File: config.mk
export PLATFORM = sky130hd
export DESIGN_NAME = hiem_top
export DESIGN_NICKNAME = d
export VERILOG_FILES = /design/src/include/hiem_pkg.sv /design/src/hw/hiem_top.sv
export VERILOG_INCLUDE_DIRS = /design/src /design/src/include
export SDC_FILE = /design/constraint.sdc
export NUM_CORES = 1
export LEC_CHECK = 0
export ABC_AREA = 1
export BUFFER_PORTS_ARGS = -buffer_cell sky130_fd_sc_hd__buf_2
export CAP_MARGIN = 30
export CORE_UTILIZATION = 45
export CTS_CLUSTER_DIAMETER = 120
export DETAILED_ROUTE_END_ITERATION = 16
export PLACE_DENSITY = 0.69
export SLEW_MARGIN = 10
export SYNTH_ARGS = -nofsm -noshare
export SYNTH_HDL_FRONTEND = slang
export SYNTH_SLANG_ARGS = --single-unit
File: constraint.sdc
create_clock -name aclk -period 2 [get_ports aclk]
set_clock_uncertainty 0.15 [all_clocks]
set_input_delay 0.1 -clock aclk [delete_from_list [all_inputs] [get_ports aclk]]
set_output_delay 0.1 -clock aclk [all_outputs]
set_load 0.01 [all_outputs]
File: src/include/hiem_params.svh
// Purpose: Offsets, bit positions and reset values for the interrupt mask block
// Assumes: AXI4-Lite byte addresses, one 32-bit word per address
// Notes:   Set/clear address pairs share one storage register
`ifndef HIEM_PARAMS_SVH
`define HIEM_PARAMS_SVH

`define HIEM_OFF_EVT_SET      8'h00
`define HIEM_OFF_EVT_CLR      8'h04
`define HIEM_OFF_MASK_SET     8'h08
`define HIEM_OFF_MASK_CLR     8'h0C
`define HIEM_OFF_TXEVT_SET    8'h10
`define HIEM_OFF_TXEVT_CLR    8'h14
`define HIEM_OFF_TXMASK_SET   8'h18
`define HIEM_OFF_TXMASK_CLR   8'h1C
`define HIEM_OFF_RXEVT_SET    8'h20
`define HIEM_OFF_RXEVT_CLR    8'h24
`define HIEM_OFF_RXMASK_SET   8'h28
`define HIEM_OFF_RXMASK_CLR   8'h2C

`define HIEM_BIT_TX_SUMMARY   6
`define HIEM_BIT_RX_SUMMARY   7
`define HIEM_BIT_NODE_ID_DONE 16
`define HIEM_BIT_BUS_REINIT   17
`define HIEM_BIT_GLOBAL_EN    31

`define HIEM_EVT_USED         32'h07FF03FF
`define HIEM_MASK_USED        32'h87FF03FF
`define HIEM_IRQ_ALWAYS       2'h3
`define HIEM_RESET_ZERO       32'h00000000
`define HIEM_RESP_OKAY        2'h0
`define HIEM_RESP_SLVERR      2'h2

`endif

File: src/include/hiem_pkg.sv
// Purpose: Types shared by the interrupt mask block
// Assumes: Constants live in hiem_params.svh
// Notes:   Completion report carries context index and interrupt field
package hiem_pkg;

   typedef struct packed {
      logic       valid;
      logic [4:0] ctx_idx;
      logic [1:0] irq_field;
   } hiem_dma_done_t;

   typedef enum logic [0:0] {
      HIEM_RD_IDLE,
      HIEM_RD_RESP
   } hiem_rd_state_t;

endpackage

File: src/hw/hiem_top.sv
// Purpose: Main event/mask aggregation with isochronous summaries, AXI4-Lite slave
// Assumes: Single host clock; event sources are synchronous pulses
// Notes:   Main event bits other than the summaries arrive on evt_set_in
`timescale 1ns/10ps
`include "hiem_params.svh"

module hiem_top
   import hiem_pkg::*;
#(
   parameter logic [31:0] TX_CTX_IMPL = 32'h0000000F,
   parameter logic [31:0] RX_CTX_IMPL = 32'h0000000F
) (
   // Clock and reset
   input  wire logic           aclk,
   input  wire logic           aresetn,
   // AXI4-Lite write address
   input  wire logic [7:0]     s_axi_awaddr,
   input  wire logic           s_axi_awvalid,
   output logic                s_axi_awready,
   // AXI4-Lite write data
   input  wire logic [31:0]    s_axi_wdata,
   input  wire logic [3:0]     s_axi_wstrb,
   input  wire logic           s_axi_wvalid,
   output logic                s_axi_wready,
   // AXI4-Lite write response
   output logic [1:0]          s_axi_bresp,
   output logic                s_axi_bvalid,
   input  wire logic           s_axi_bready,
   // AXI4-Lite read address
   input  wire logic [7:0]     s_axi_araddr,
   input  wire logic           s_axi_arvalid,
   output logic                s_axi_arready,
   // AXI4-Lite read data
   output logic [31:0]         s_axi_rdata,
   output logic [1:0]          s_axi_rresp,
   output logic                s_axi_rvalid,
   input  wire logic           s_axi_rready,
   // Event sources
   input  wire logic [31:0]    evt_set_in,
   input  wire logic           bus_reinit_in,
   input  wire logic           node_id_phase_in,
   input  hiem_dma_done_t      tx_done_in,
   input  hiem_dma_done_t      rx_done_in,
   // Processor interrupt
   output logic                irq_out
);

   // Register state
   logic [31:0] main_event_register_ff;
   logic [31:0] master_interrupt_mask_ff;
   logic [31:0] iso_transmit_event_ff;
   logic [31:0] iso_transmit_mask_ff;
   logic [31:0] iso_receive_event_ff;
   logic [31:0] iso_receive_mask_ff;

   // Bus channel state
   logic [7:0]     awaddr_ff;
   logic           aw_held_ff;
   logic [31:0]    wdata_ff;
   logic [3:0]     wstrb_ff;
   logic           w_held_ff;
   hiem_rd_state_t rd_state_ff;

   logic [31:0] tx_pulse;
   logic [31:0] rx_pulse;
   logic [31:0] main_view;
   logic [31:0] wmask;
   logic        wr_fire;
   logic        bus_reinit_clr_req;

   // Apply byte strobes to a data word
   function automatic logic [31:0] strobe_bits(input logic [31:0] d, input logic [3:0] s);
      logic [31:0] r;
      r = 32'h00000000;
      for (int i = 0; i < 4; i++) begin
         if (s[i]) begin
            r[i*8 +: 8] = d[i*8 +: 8];
         end
      end
      return r;
   endfunction

   // Apply a set/clear write pair; sets come after clears so an event wins
   function automatic logic [31:0] set_clr(input logic [31:0] cur, input logic [31:0] setb,
                                           input logic [31:0] clrb);
      return (cur & ~clrb) | setb;
   endfunction

   // One-hot pulse when a completion carries interrupt-always
   function automatic logic [31:0] done_pulse(input hiem_dma_done_t d);
      logic [31:0] r;
      r = 32'h00000000;
      if (d.valid && d.irq_field == `HIEM_IRQ_ALWAYS) begin
         r[d.ctx_idx] = 1'b1;
      end
      return r;
   endfunction

   assign tx_pulse = done_pulse(tx_done_in);
   assign rx_pulse = done_pulse(rx_done_in);

   always_comb begin
      main_view = main_event_register_ff;
      main_view[`HIEM_BIT_TX_SUMMARY] = |(iso_transmit_event_ff & iso_transmit_mask_ff);
      main_view[`HIEM_BIT_RX_SUMMARY] = |(iso_receive_event_ff & iso_receive_mask_ff);
   end

   // Write path: address and data taken in either order
   assign wr_fire = aw_held_ff && w_held_ff && !s_axi_bvalid;
   assign wmask   = strobe_bits(wdata_ff, wstrb_ff);

   always_ff @(posedge aclk) begin
      if (!aresetn) begin
         aw_held_ff    <= 1'b0;
         awaddr_ff     <= 8'h00;
         s_axi_awready <= 1'b0;
      end else if (wr_fire) begin
         aw_held_ff    <= 1'b0;
         s_axi_awready <= 1'b0;
      end else if (s_axi_awvalid && s_axi_awready) begin
         aw_held_ff    <= 1'b1;
         awaddr_ff     <= s_axi_awaddr;
         s_axi_awready <= 1'b0;
      end else begin
         s_axi_awready <= !aw_held_ff && !s_axi_bvalid;
      end
   end

   always_ff @(posedge aclk) begin
      if (!aresetn) begin
         w_held_ff    <= 1'b0;
         wdata_ff     <= 32'h00000000;
         wstrb_ff     <= 4'h0;
         s_axi_wready <= 1'b0;
      end else if (wr_fire) begin
         w_held_ff    <= 1'b0;
         s_axi_wready <= 1'b0;
      end else if (s_axi_wvalid && s_axi_wready) begin
         w_held_ff    <= 1'b1;
         wdata_ff     <= s_axi_wdata;
         wstrb_ff     <= s_axi_wstrb;
         s_axi_wready <= 1'b0;
      end else begin
         s_axi_wready <= !w_held_ff && !s_axi_bvalid;
      end
   end

   always_ff @(posedge aclk) begin
      if (!aresetn) begin
         s_axi_bvalid <= 1'b0;
         s_axi_bresp  <= `HIEM_RESP_OKAY;
      end else if (wr_fire) begin
         s_axi_bvalid <= 1'b1;
         s_axi_bresp  <= (awaddr_ff[1:0] == 2'h0 && awaddr_ff <= `HIEM_OFF_RXMASK_CLR) ?
                         `HIEM_RESP_OKAY : `HIEM_RESP_SLVERR;
      end else if (s_axi_bready) begin
         s_axi_bvalid <= 1'b0;
      end
   end

   // Decode write strobes per set/clear address
   function automatic logic [31:0] wr_hit(input logic [7:0] off);
      return (wr_fire && awaddr_ff == off) ? wmask : 32'h00000000;
   endfunction

   // clear of bus reinit dropped during identification phase
   assign bus_reinit_clr_req = !node_id_phase_in;

   // Main event register; summary bits 6 and 7 are stored here but main_view replaces them
   always_ff @(posedge aclk) begin
      logic [31:0] clrb;
      logic [31:0] nxt_evt;
      clrb = wr_hit(`HIEM_OFF_EVT_CLR);
      if (!bus_reinit_clr_req) begin
         clrb[`HIEM_BIT_BUS_REINIT] = 1'b0;
      end
      nxt_evt = set_clr(main_event_register_ff, wr_hit(`HIEM_OFF_EVT_SET) | evt_set_in, clrb);
      // bus reinit sets bit 17 and clears bit 16
      if (bus_reinit_in) begin
         nxt_evt[`HIEM_BIT_BUS_REINIT]   = 1'b1;
         nxt_evt[`HIEM_BIT_NODE_ID_DONE] = 1'b0;
      end
      if (!aresetn) begin
         main_event_register_ff <= `HIEM_RESET_ZERO;
      end else begin
         main_event_register_ff <= nxt_evt & `HIEM_EVT_USED;
      end
   end

   // master mask, global enable cleared by reset
   always_ff @(posedge aclk) begin
      if (!aresetn) begin
         master_interrupt_mask_ff <= `HIEM_RESET_ZERO;
      end else begin
         master_interrupt_mask_ff <= set_clr(master_interrupt_mask_ff,
                                             wr_hit(`HIEM_OFF_MASK_SET),
                                             wr_hit(`HIEM_OFF_MASK_CLR)) & `HIEM_MASK_USED;
      end
   end

   always_ff @(posedge aclk) begin
      if (!aresetn) begin
         iso_transmit_event_ff <= `HIEM_RESET_ZERO;
      end else begin
         iso_transmit_event_ff <= set_clr(iso_transmit_event_ff,
                                          wr_hit(`HIEM_OFF_TXEVT_SET) | tx_pulse,
                                          wr_hit(`HIEM_OFF_TXEVT_CLR)) & TX_CTX_IMPL;
      end
   end

   // transmit mask, unimplemented contexts stay zero
   always_ff @(posedge aclk) begin
      if (!aresetn) begin
         iso_transmit_mask_ff <= `HIEM_RESET_ZERO;
      end else begin
         iso_transmit_mask_ff <= set_clr(iso_transmit_mask_ff, wr_hit(`HIEM_OFF_TXMASK_SET),
                                         wr_hit(`HIEM_OFF_TXMASK_CLR)) & TX_CTX_IMPL;
      end
   end

   always_ff @(posedge aclk) begin
      if (!aresetn) begin
         iso_receive_event_ff <= `HIEM_RESET_ZERO;
      end else begin
         iso_receive_event_ff <= set_clr(iso_receive_event_ff,
                                         wr_hit(`HIEM_OFF_RXEVT_SET) | rx_pulse,
                                         wr_hit(`HIEM_OFF_RXEVT_CLR)) & RX_CTX_IMPL;
      end
   end

   always_ff @(posedge aclk) begin
      if (!aresetn) begin
         iso_receive_mask_ff <= `HIEM_RESET_ZERO;
      end else begin
         iso_receive_mask_ff <= set_clr(iso_receive_mask_ff, wr_hit(`HIEM_OFF_RXMASK_SET),
                                        wr_hit(`HIEM_OFF_RXMASK_CLR)) & RX_CTX_IMPL;
      end
   end

   // Read path, one request at a time
   always_ff @(posedge aclk) begin
      if (!aresetn) begin
         rd_state_ff   <= HIEM_RD_IDLE;
         s_axi_arready <= 1'b0;
         s_axi_rvalid  <= 1'b0;
         s_axi_rdata   <= 32'h00000000;
         s_axi_rresp   <= `HIEM_RESP_OKAY;
      end else begin
         case (rd_state_ff)
            HIEM_RD_IDLE: begin
               s_axi_arready <= 1'b1;
               if (s_axi_arvalid && s_axi_arready) begin
                  s_axi_arready <= 1'b0;
                  s_axi_rvalid  <= 1'b1;
                  s_axi_rresp   <= `HIEM_RESP_OKAY;
                  rd_state_ff   <= HIEM_RD_RESP;
                  case (s_axi_araddr)
                     `HIEM_OFF_EVT_SET:    s_axi_rdata <= main_view;
                     `HIEM_OFF_EVT_CLR:    s_axi_rdata <= main_view & master_interrupt_mask_ff;
                     `HIEM_OFF_MASK_SET,
                     `HIEM_OFF_MASK_CLR:   s_axi_rdata <= master_interrupt_mask_ff;
                     `HIEM_OFF_TXEVT_SET:  s_axi_rdata <= iso_transmit_event_ff;
                     `HIEM_OFF_TXEVT_CLR:  s_axi_rdata <= iso_transmit_event_ff &
                                                          iso_transmit_mask_ff;
                     `HIEM_OFF_TXMASK_SET,
                     `HIEM_OFF_TXMASK_CLR: s_axi_rdata <= iso_transmit_mask_ff;
                     `HIEM_OFF_RXEVT_SET:  s_axi_rdata <= iso_receive_event_ff;
                     `HIEM_OFF_RXEVT_CLR:  s_axi_rdata <= iso_receive_event_ff &
                                                          iso_receive_mask_ff;
                     `HIEM_OFF_RXMASK_SET,
                     `HIEM_OFF_RXMASK_CLR: s_axi_rdata <= iso_receive_mask_ff;
                     default: begin
                        s_axi_rdata <= 32'h00000000;
                        s_axi_rresp <= `HIEM_RESP_SLVERR;
                     end
                  endcase
               end
            end
            HIEM_RD_RESP: begin
               s_axi_arready <= 1'b0;
               if (s_axi_rready) begin
                  s_axi_rvalid <= 1'b0;
                  rd_state_ff  <= HIEM_RD_IDLE;
               end
            end
            default: begin
               rd_state_ff <= HIEM_RD_IDLE;
            end
         endcase
      end
   end

   always_ff @(posedge aclk) begin
      if (!aresetn) begin
         irq_out <= 1'b0;
      end else begin
         irq_out <= master_interrupt_mask_ff[`HIEM_BIT_GLOBAL_EN] &&
                    |(main_view & master_interrupt_mask_ff & `HIEM_EVT_USED);
      end
   end

endmodule

==> results of run 1 <==
[state kept, by name (all words and copies together) (netlist names)]
register / count
aw_held_ff: 1
awaddr_ff: 8
irq_out: 1
iso_receive_event_ff: 4
iso_receive_mask_ff: 4
iso_transmit_event_ff: 4
iso_transmit_mask_ff: 4
main_event_register_ff: 19
master_interrupt_mask_ff: 22
rd_state_ff: 1
s_axi_arready: 1
s_axi_awready: 1
s_axi_bresp: 1
s_axi_bvalid: 1
s_axi_rdata: 22
s_axi_rresp: 1
s_axi_rvalid: 1
s_axi_wready: 1
w_held_ff: 1
wdata_ff: 22
wstrb_ff: 4
[cells in the mapped netlist, drive strengths merged, types with 12 or more instances]
library cell | count | area share, %
nor2 | 97 | 7.5
buf | 33 | 4.0
a31oi | 25 | 2.6
clkbuf | 14 | 0.87
nor3 | 12 | 1.4
o21ai | 95 | 7.9
nand2 | 238 | 15
a21oi | 67 | 5.6
o211ai | 16 | 2.8
nand3 | 38 | 3.4
inv | 75 | 4.7
dfxtp | 124 | 41
[metrics by stage]
step	std cells	area [sq um]	total power, mW	setup slack, ns	hold slack [ns]
5_1_grt	1229	8030	6.44	0.0327	0.0615
4_1_cts	1225	7980	6.22	0.0236	0.00203
6_report	1229	8030	6.23	0.0793	0.0112
3_3_place_gp	1120	6670	3.16	0.310	0.148
3_5_place_dp	1120	6670	3.17	0.299	0.153
2_1_floorplan	868	6050	3.00	0.490	0.0268
[critical path, stage by stage]
cell and delay (ns):
dlygate4sd3_1 0.53, buf_2 0.13, or3_1 0.36, nor3_1 0.17, dlygate4sd3_1 0.61, nand2_1 0.07
a31oi_1 0.14
[report_power, final]
group	switching (mW)	internal (mW)	total, mW
Combinational	0.329	0.269	0.597
Clock	1.06	1.92	2.98
Sequential	0.0751	2.57	2.65
[final timing paths]
kind	from	end	slack, ns	cells after the start
setup / recovery	tx_done_in[4]	iso_transmit_event_ff[3]	0.08	7
hold reg to reg	awaddr_ff[1]	awaddr_ff[1]	0.30	2
setup reg to reg	w_held_ff	wdata_ff[18]	0.29	9
hold / removal	rx_done_in[1]	iso_receive_event_ff[0]	0.01	4
[placed cells by master, fill, tap and decap left out, types with 8 or more instances in the layout]
cell type      synthesis  final
a21oi_1               67     67
a31oi_1               25     25
buf_2                 10    115
buf_4                 16     14
clkbuf_16              0     17
conb_1                 1     12
dfxtp_1              124    123
dlygate4sd3_1          0     73
inv_1                 66     66
inv_2                  8      8
nand2_1              232    232
nand3_1               37     37
nand4_1               11     11
nor2_1                81     81
nor2_2                 9      9
o211ai_2              10     10
o21ai_0               63     63
o21ai_1               32     32
[routing by layer]
metal,up-vias,routed length [um]
li1,3189,-
met2,207,7390
met5,-,0
met3,26,1110
met4,0,261
met1,2792,8030
[area by class of cell]
type	count	area [sq um]	area share [%]
clock buffers	24	482	6.00
clock inverters	7	88.8	1.11
inverters	75	284	3.54
multi-input cells	622	3010	37.5
flip-flops and latches	124	2480	30.9
well taps	172	215	2.68
repair buffers	205	1460	18.2
[cells by family (layout without fill, tap and decap cells)]
group	after synthesis	count (layout)
buffers and inverters	122	311
DFF	124	124
and+or+nand+nor	404	404
other	1	12
AOI/OAI and AO/OA	206	206
[what timing repair did]
item,in CTS,in global routing
hold endpoints to repair,69,0
hold buffers,74,0
setup endpoints to repair,0,3
resized for setup,0,5
buffers inserted,0,4
==> impl_metrics.tcl, run 1 <==
set metrics [dict create \
    crit_type "in -> reg" \
    ioPinCount 151 \
    synthAdderAreaFrac_pct 0 \
    placementRows 41 \
    cap_violations 0 \
    p_per_area_nw_per_um2 776 \
    synth_compound_area_share_pct 19.3 \
    coreArea_sq_um 12800 \
    ys_ff_latch 124 \
    ys_types 36 \
    antenna_found_initial 0 \
    port_buffers 115 \
    status "finished clean" \
    grt_use_met1_pct 34.2 \
    synth_top_family_by_area "simple AND/OR/NAND/NOR gates" \
    syn_avg_cell_area_sq_um 7.02 \
    cts_sinks 124 \
    tritoncts "built" \
    clockBufferDepth 2 \
    ir_drop_v 0.000650 \
    cp-start-kind "input port" \
    wl_per_cell_um 13.7 \
    hold_violations 0 \
    async_reset_ff_share_pct 0 \
    finalCritPeriodShare_pct 96.0 \
    post-route-util_pct 62.6 \
    worstPathArrival_ns 2.10 \
    grt_max_degree 58 \
    tightest_slew_ns 0.632 \
    cts_buffers 17 \
    ys.flop_type "dfxtp_1" \
    die_width_um 118 \
    fmax_mhz 521 \
    finalSetupTns_ns 0 \
    synth_edf_count 0 \
    diodes 0 \
    synth_xor_area_share_pct 0 \
    initial_core_util_pct 46.9 \
    synth_simple_gate_area_share_pct 29.7 \
    die_area_sq_um 13800 \
    relSlewSlack_pct 57.8 \
    cp_data_required_time_ns 2.18 \
    postSynthCellCount 857 \
    grt_pass1_wl_um 28000 \
    ys_seq_area_share_pct 41.3 \
    synth.area.mux_share_pct 0 \
    hold_path_class "in -> reg" \
    slew_violations 0 \
    yosysWarningCount 0 \
    cp-end-kind "flop" \
    worst-path-max-fanout 2 \
    routed_wl_um 16800 \
    drtIter0Drc 450 \
    rsz0062_at_grt "false" \
    via_per_inst 5.06 \
    num-fill-cells 1144 \
    cts.reportedPaths.clkPinSlew_ns 0.05 \
    cts_max_level 4 \
    grt_pass1_vias 5744 \
    fin_crit_ns 1.92 \
    drc 0 \
    grt_busiest_layer "met2" \
    die_h_um 118 \
    area_growth_pct 33.5 \
    clock_latency_ns 0.42 \
    dpl.hpwl_um 11100 \
    finalSetupViolations 0 \
    vias 6214 \
    cellLeakagePower_nw 3.57 \
    overflow 0 \
    grt_util_met3_pct 6.01 \
    met2_usage_pct 38.6 \
    syn_area_sq_um 6010 \
    root_buffer "clkbuf_16" \
    drive_above_1_share_pct 19.5 \
    drtPass1Iterations 5 \
    final_nets 1154 \
    drtAntennaViolNets 0 \
    gp_congestion 0.815 \
    grt_util_all_layers_pct 25.0 \
]
Power figures use the tool's default switching activity.
==> run 2, diff against run 1 <==
--- a/config.mk
+++ b/config.mk
@@ -9,10 +9,12 @@
 export ABC_AREA = 1
 export BUFFER_PORTS_ARGS = -buffer_cell sky130_fd_sc_hd__buf_2
 export CAP_MARGIN = 30
-export CORE_UTILIZATION = 45
+export CORE_UTILIZATION = 53
 export CTS_CLUSTER_DIAMETER = 120
 export DETAILED_ROUTE_END_ITERATION = 16
-export PLACE_DENSITY = 0.69
+export MAX_ROUTING_LAYER = met4
+export PLACE_DENSITY = 0.8
+export RECOVER_POWER = 25
 export SLEW_MARGIN = 10
 export SYNTH_ARGS = -nofsm -noshare
 export SYNTH_HDL_FRONTEND = slang
==> impl_metrics.tcl, run 2 (same netlist as run 1, synthesis figures left out) <==
set metrics [dict create \
    slew_violations 0 \
    ioPinCount 151 \
    drive_above_1_share_pct 16.8 \
    fin_crit_ns 1.87 \
    cts.reportedPaths.clkPinSlew_ns 0.05 \
    fmax_mhz 535 \
    drc 0 \
    area_growth_pct 32.2 \
    num-fill-cells 848 \
    worstPathArrival_ns 2.02 \
    rrSetupSlack_ns 0.13 \
    top_regs "master_interrupt_mask_ff (22), s_axi_rdata (22), wdata_ff (22)" \
    port_buffers 115 \
    dpl.hpwl_um 10900 \
    p_total_mw 6.33 \
    crit_path_frequent_cell "nor2_1" \
    cap_violations 0 \
    tritoncts "built" \
    initial_core_util_pct 55.0 \
    ir_drop_v 0.000675 \
    r2r_start "s_axi_bvalid" \
    grt_pass1_vias 5995 \
    routed_wl_um 18000 \
    clockBufferDepth 2 \
    gp_congestion 0.910 \
    hold_path_class "in -> reg" \
    die_width_um 109 \
    crit_type "reg -> reg" \
    grt_util_all_layers_pct 31.7 \
    placementRows 38 \
    cp-end-kind "flop" \
    violations "hold timing" \
    antenna_found_initial 0 \
    cts_max_level 4 \
    vias 6549 \
    min_delay_worst_endpoint "main_event_register_ff[16]" \
    finalCritPeriodShare_pct 93.5 \
    root_buffer "clkbuf_16" \
    diodes 0 \
    drtAntennaViolNets 0 \
    worst-path-max-fanout 26 \
    max_stage_delay_ns 0.43 \
    dp_cells 1086 \
    crit_chain "nor2_2 -> nand2_4 -> buf_4 -> inv_2 -> nor2_4 -> inv_4 -> nor2_1 -> nor2_1" \
    relSlewSlack_pct 58.4 \
    cp-start-kind "flop" \
    p_per_area_nw_per_um2 797 \
    layout_common_cells "232 x nand2_1, 124 x dfxtp_1, 85 x buf_2" \
    die_h_um 109 \
    drtIter0Drc 647 \
    finalSetupViolations 0 \
    cellLeakagePower_nw 3.44 \
    final.hold.worst_slack_ns -0.0524 \
    place_ws_ns 0.0648 \
    cts_buffers 17 \
    via_per_inst 5.47 \
    setup_ws_ns 0.131 \
    hold_violations 1 \
    coreArea_sq_um 10900 \
    cp_data_required_time_ns 2.15 \
    status "complete, but fails checks" \
    wl_per_cell_um 15.0 \
    overflow 0 \
    holdCritStartpoint "evt_set_in[16]" \
    die_area_sq_um 11800 \
    final_nets 1155 \
    grt_max_degree 54 \
    worst_r2r_path_depth 8 \
    finalSetupTns_ns 0 \
    rsz0062_at_grt "false" \
    tightest_slew_ns 0.624 \
    layout_commonest_cell "nand2_1" \
    r2r_end "wdata_ff[9]" \
    cts_sinks 124 \
    stdcell_count 1198 \
    cp_slowest_cell "dfxtp_1" \
    post-route-util_pct 72.7 \
    drtPass1Iterations 7 \
    hold_depth 4 \
    clock_latency_ns 0.41 \
    grt_pass1_wl_um 28300 \
]
==> run 2: area by class of cell <==
cell class	instances	area, sq um	share of cell area [%]
well taps	140	175	2.20
clock buffers	25	515	6.49
clock inverters	6	82.6	1.04
repair buffers	205	1410	17.7
inverters	75	287	3.61
flip-flops and latches	124	2480	31.2
multi-input cells	623	3000	37.7
==> run 2: critical path: cells and delay by family (launching register included) <==
family / cells / cell delay [ns]
buffers and inverters: 3 / 0.40
flip-flops: 1 / 0.43
AND/OR/NAND/NOR: 5 / 0.76
==> run 2: through the flow <==
stage	hold WS (ns)	instance area (sq um)
3_3_place_gp	0.147	6610
4_1_cts	0.00407	7950
3_5_place_dp	0.147	6610
2_1_floorplan	0.0268	6050
5_1_grt	0.0204	7950
6_report	-0.0524	7950
==> run 2: per-layer routing <==
metal	track usage [%]	vias up	part of all wire (%)
li1	-	3183	-
met5	-	-	0
met3	5.79	48	8.2
met1	40.6	2992	43
met4	12.4	0	2.3
met2	49.6	326	47
==> run 2: repair_timing <==
action,CTS,global route
gates resized for setup,0,2
endpoints found under the setup margin,0,27
hold buffers,74,0
buffers inserted,0,7
hold endpoints to repair,70,0
==> run 2: how the worst max path moves through the flow <==
stage / start / endpoint / slack [ns] / cells after the start
after floorplan: s_axi_bvalid / main_event_register_ff[24] / 0.49 / 7
after global placement: s_axi_bvalid / wdata_ff[2] / 0.15 / 7
after detailed placement: s_axi_bvalid / wdata_ff[2] / 0.06 / 7
after CTS: s_axi_bvalid / main_event_register_ff[16] / 0.02 / 8
after global routing: s_axi_bvalid / wdata_ff[9] / 0.01 / 8
final: s_axi_bvalid / wdata_ff[9] / 0.13 / 8
==> run 2: report_power, final <==
group          switching, mW  leakage (nW)  internal [mW]
registers             0.0771          1.01           2.57
clock network           1.06         0.295           2.02
logic                  0.339          2.13          0.263
total                   1.48          3.44           4.86
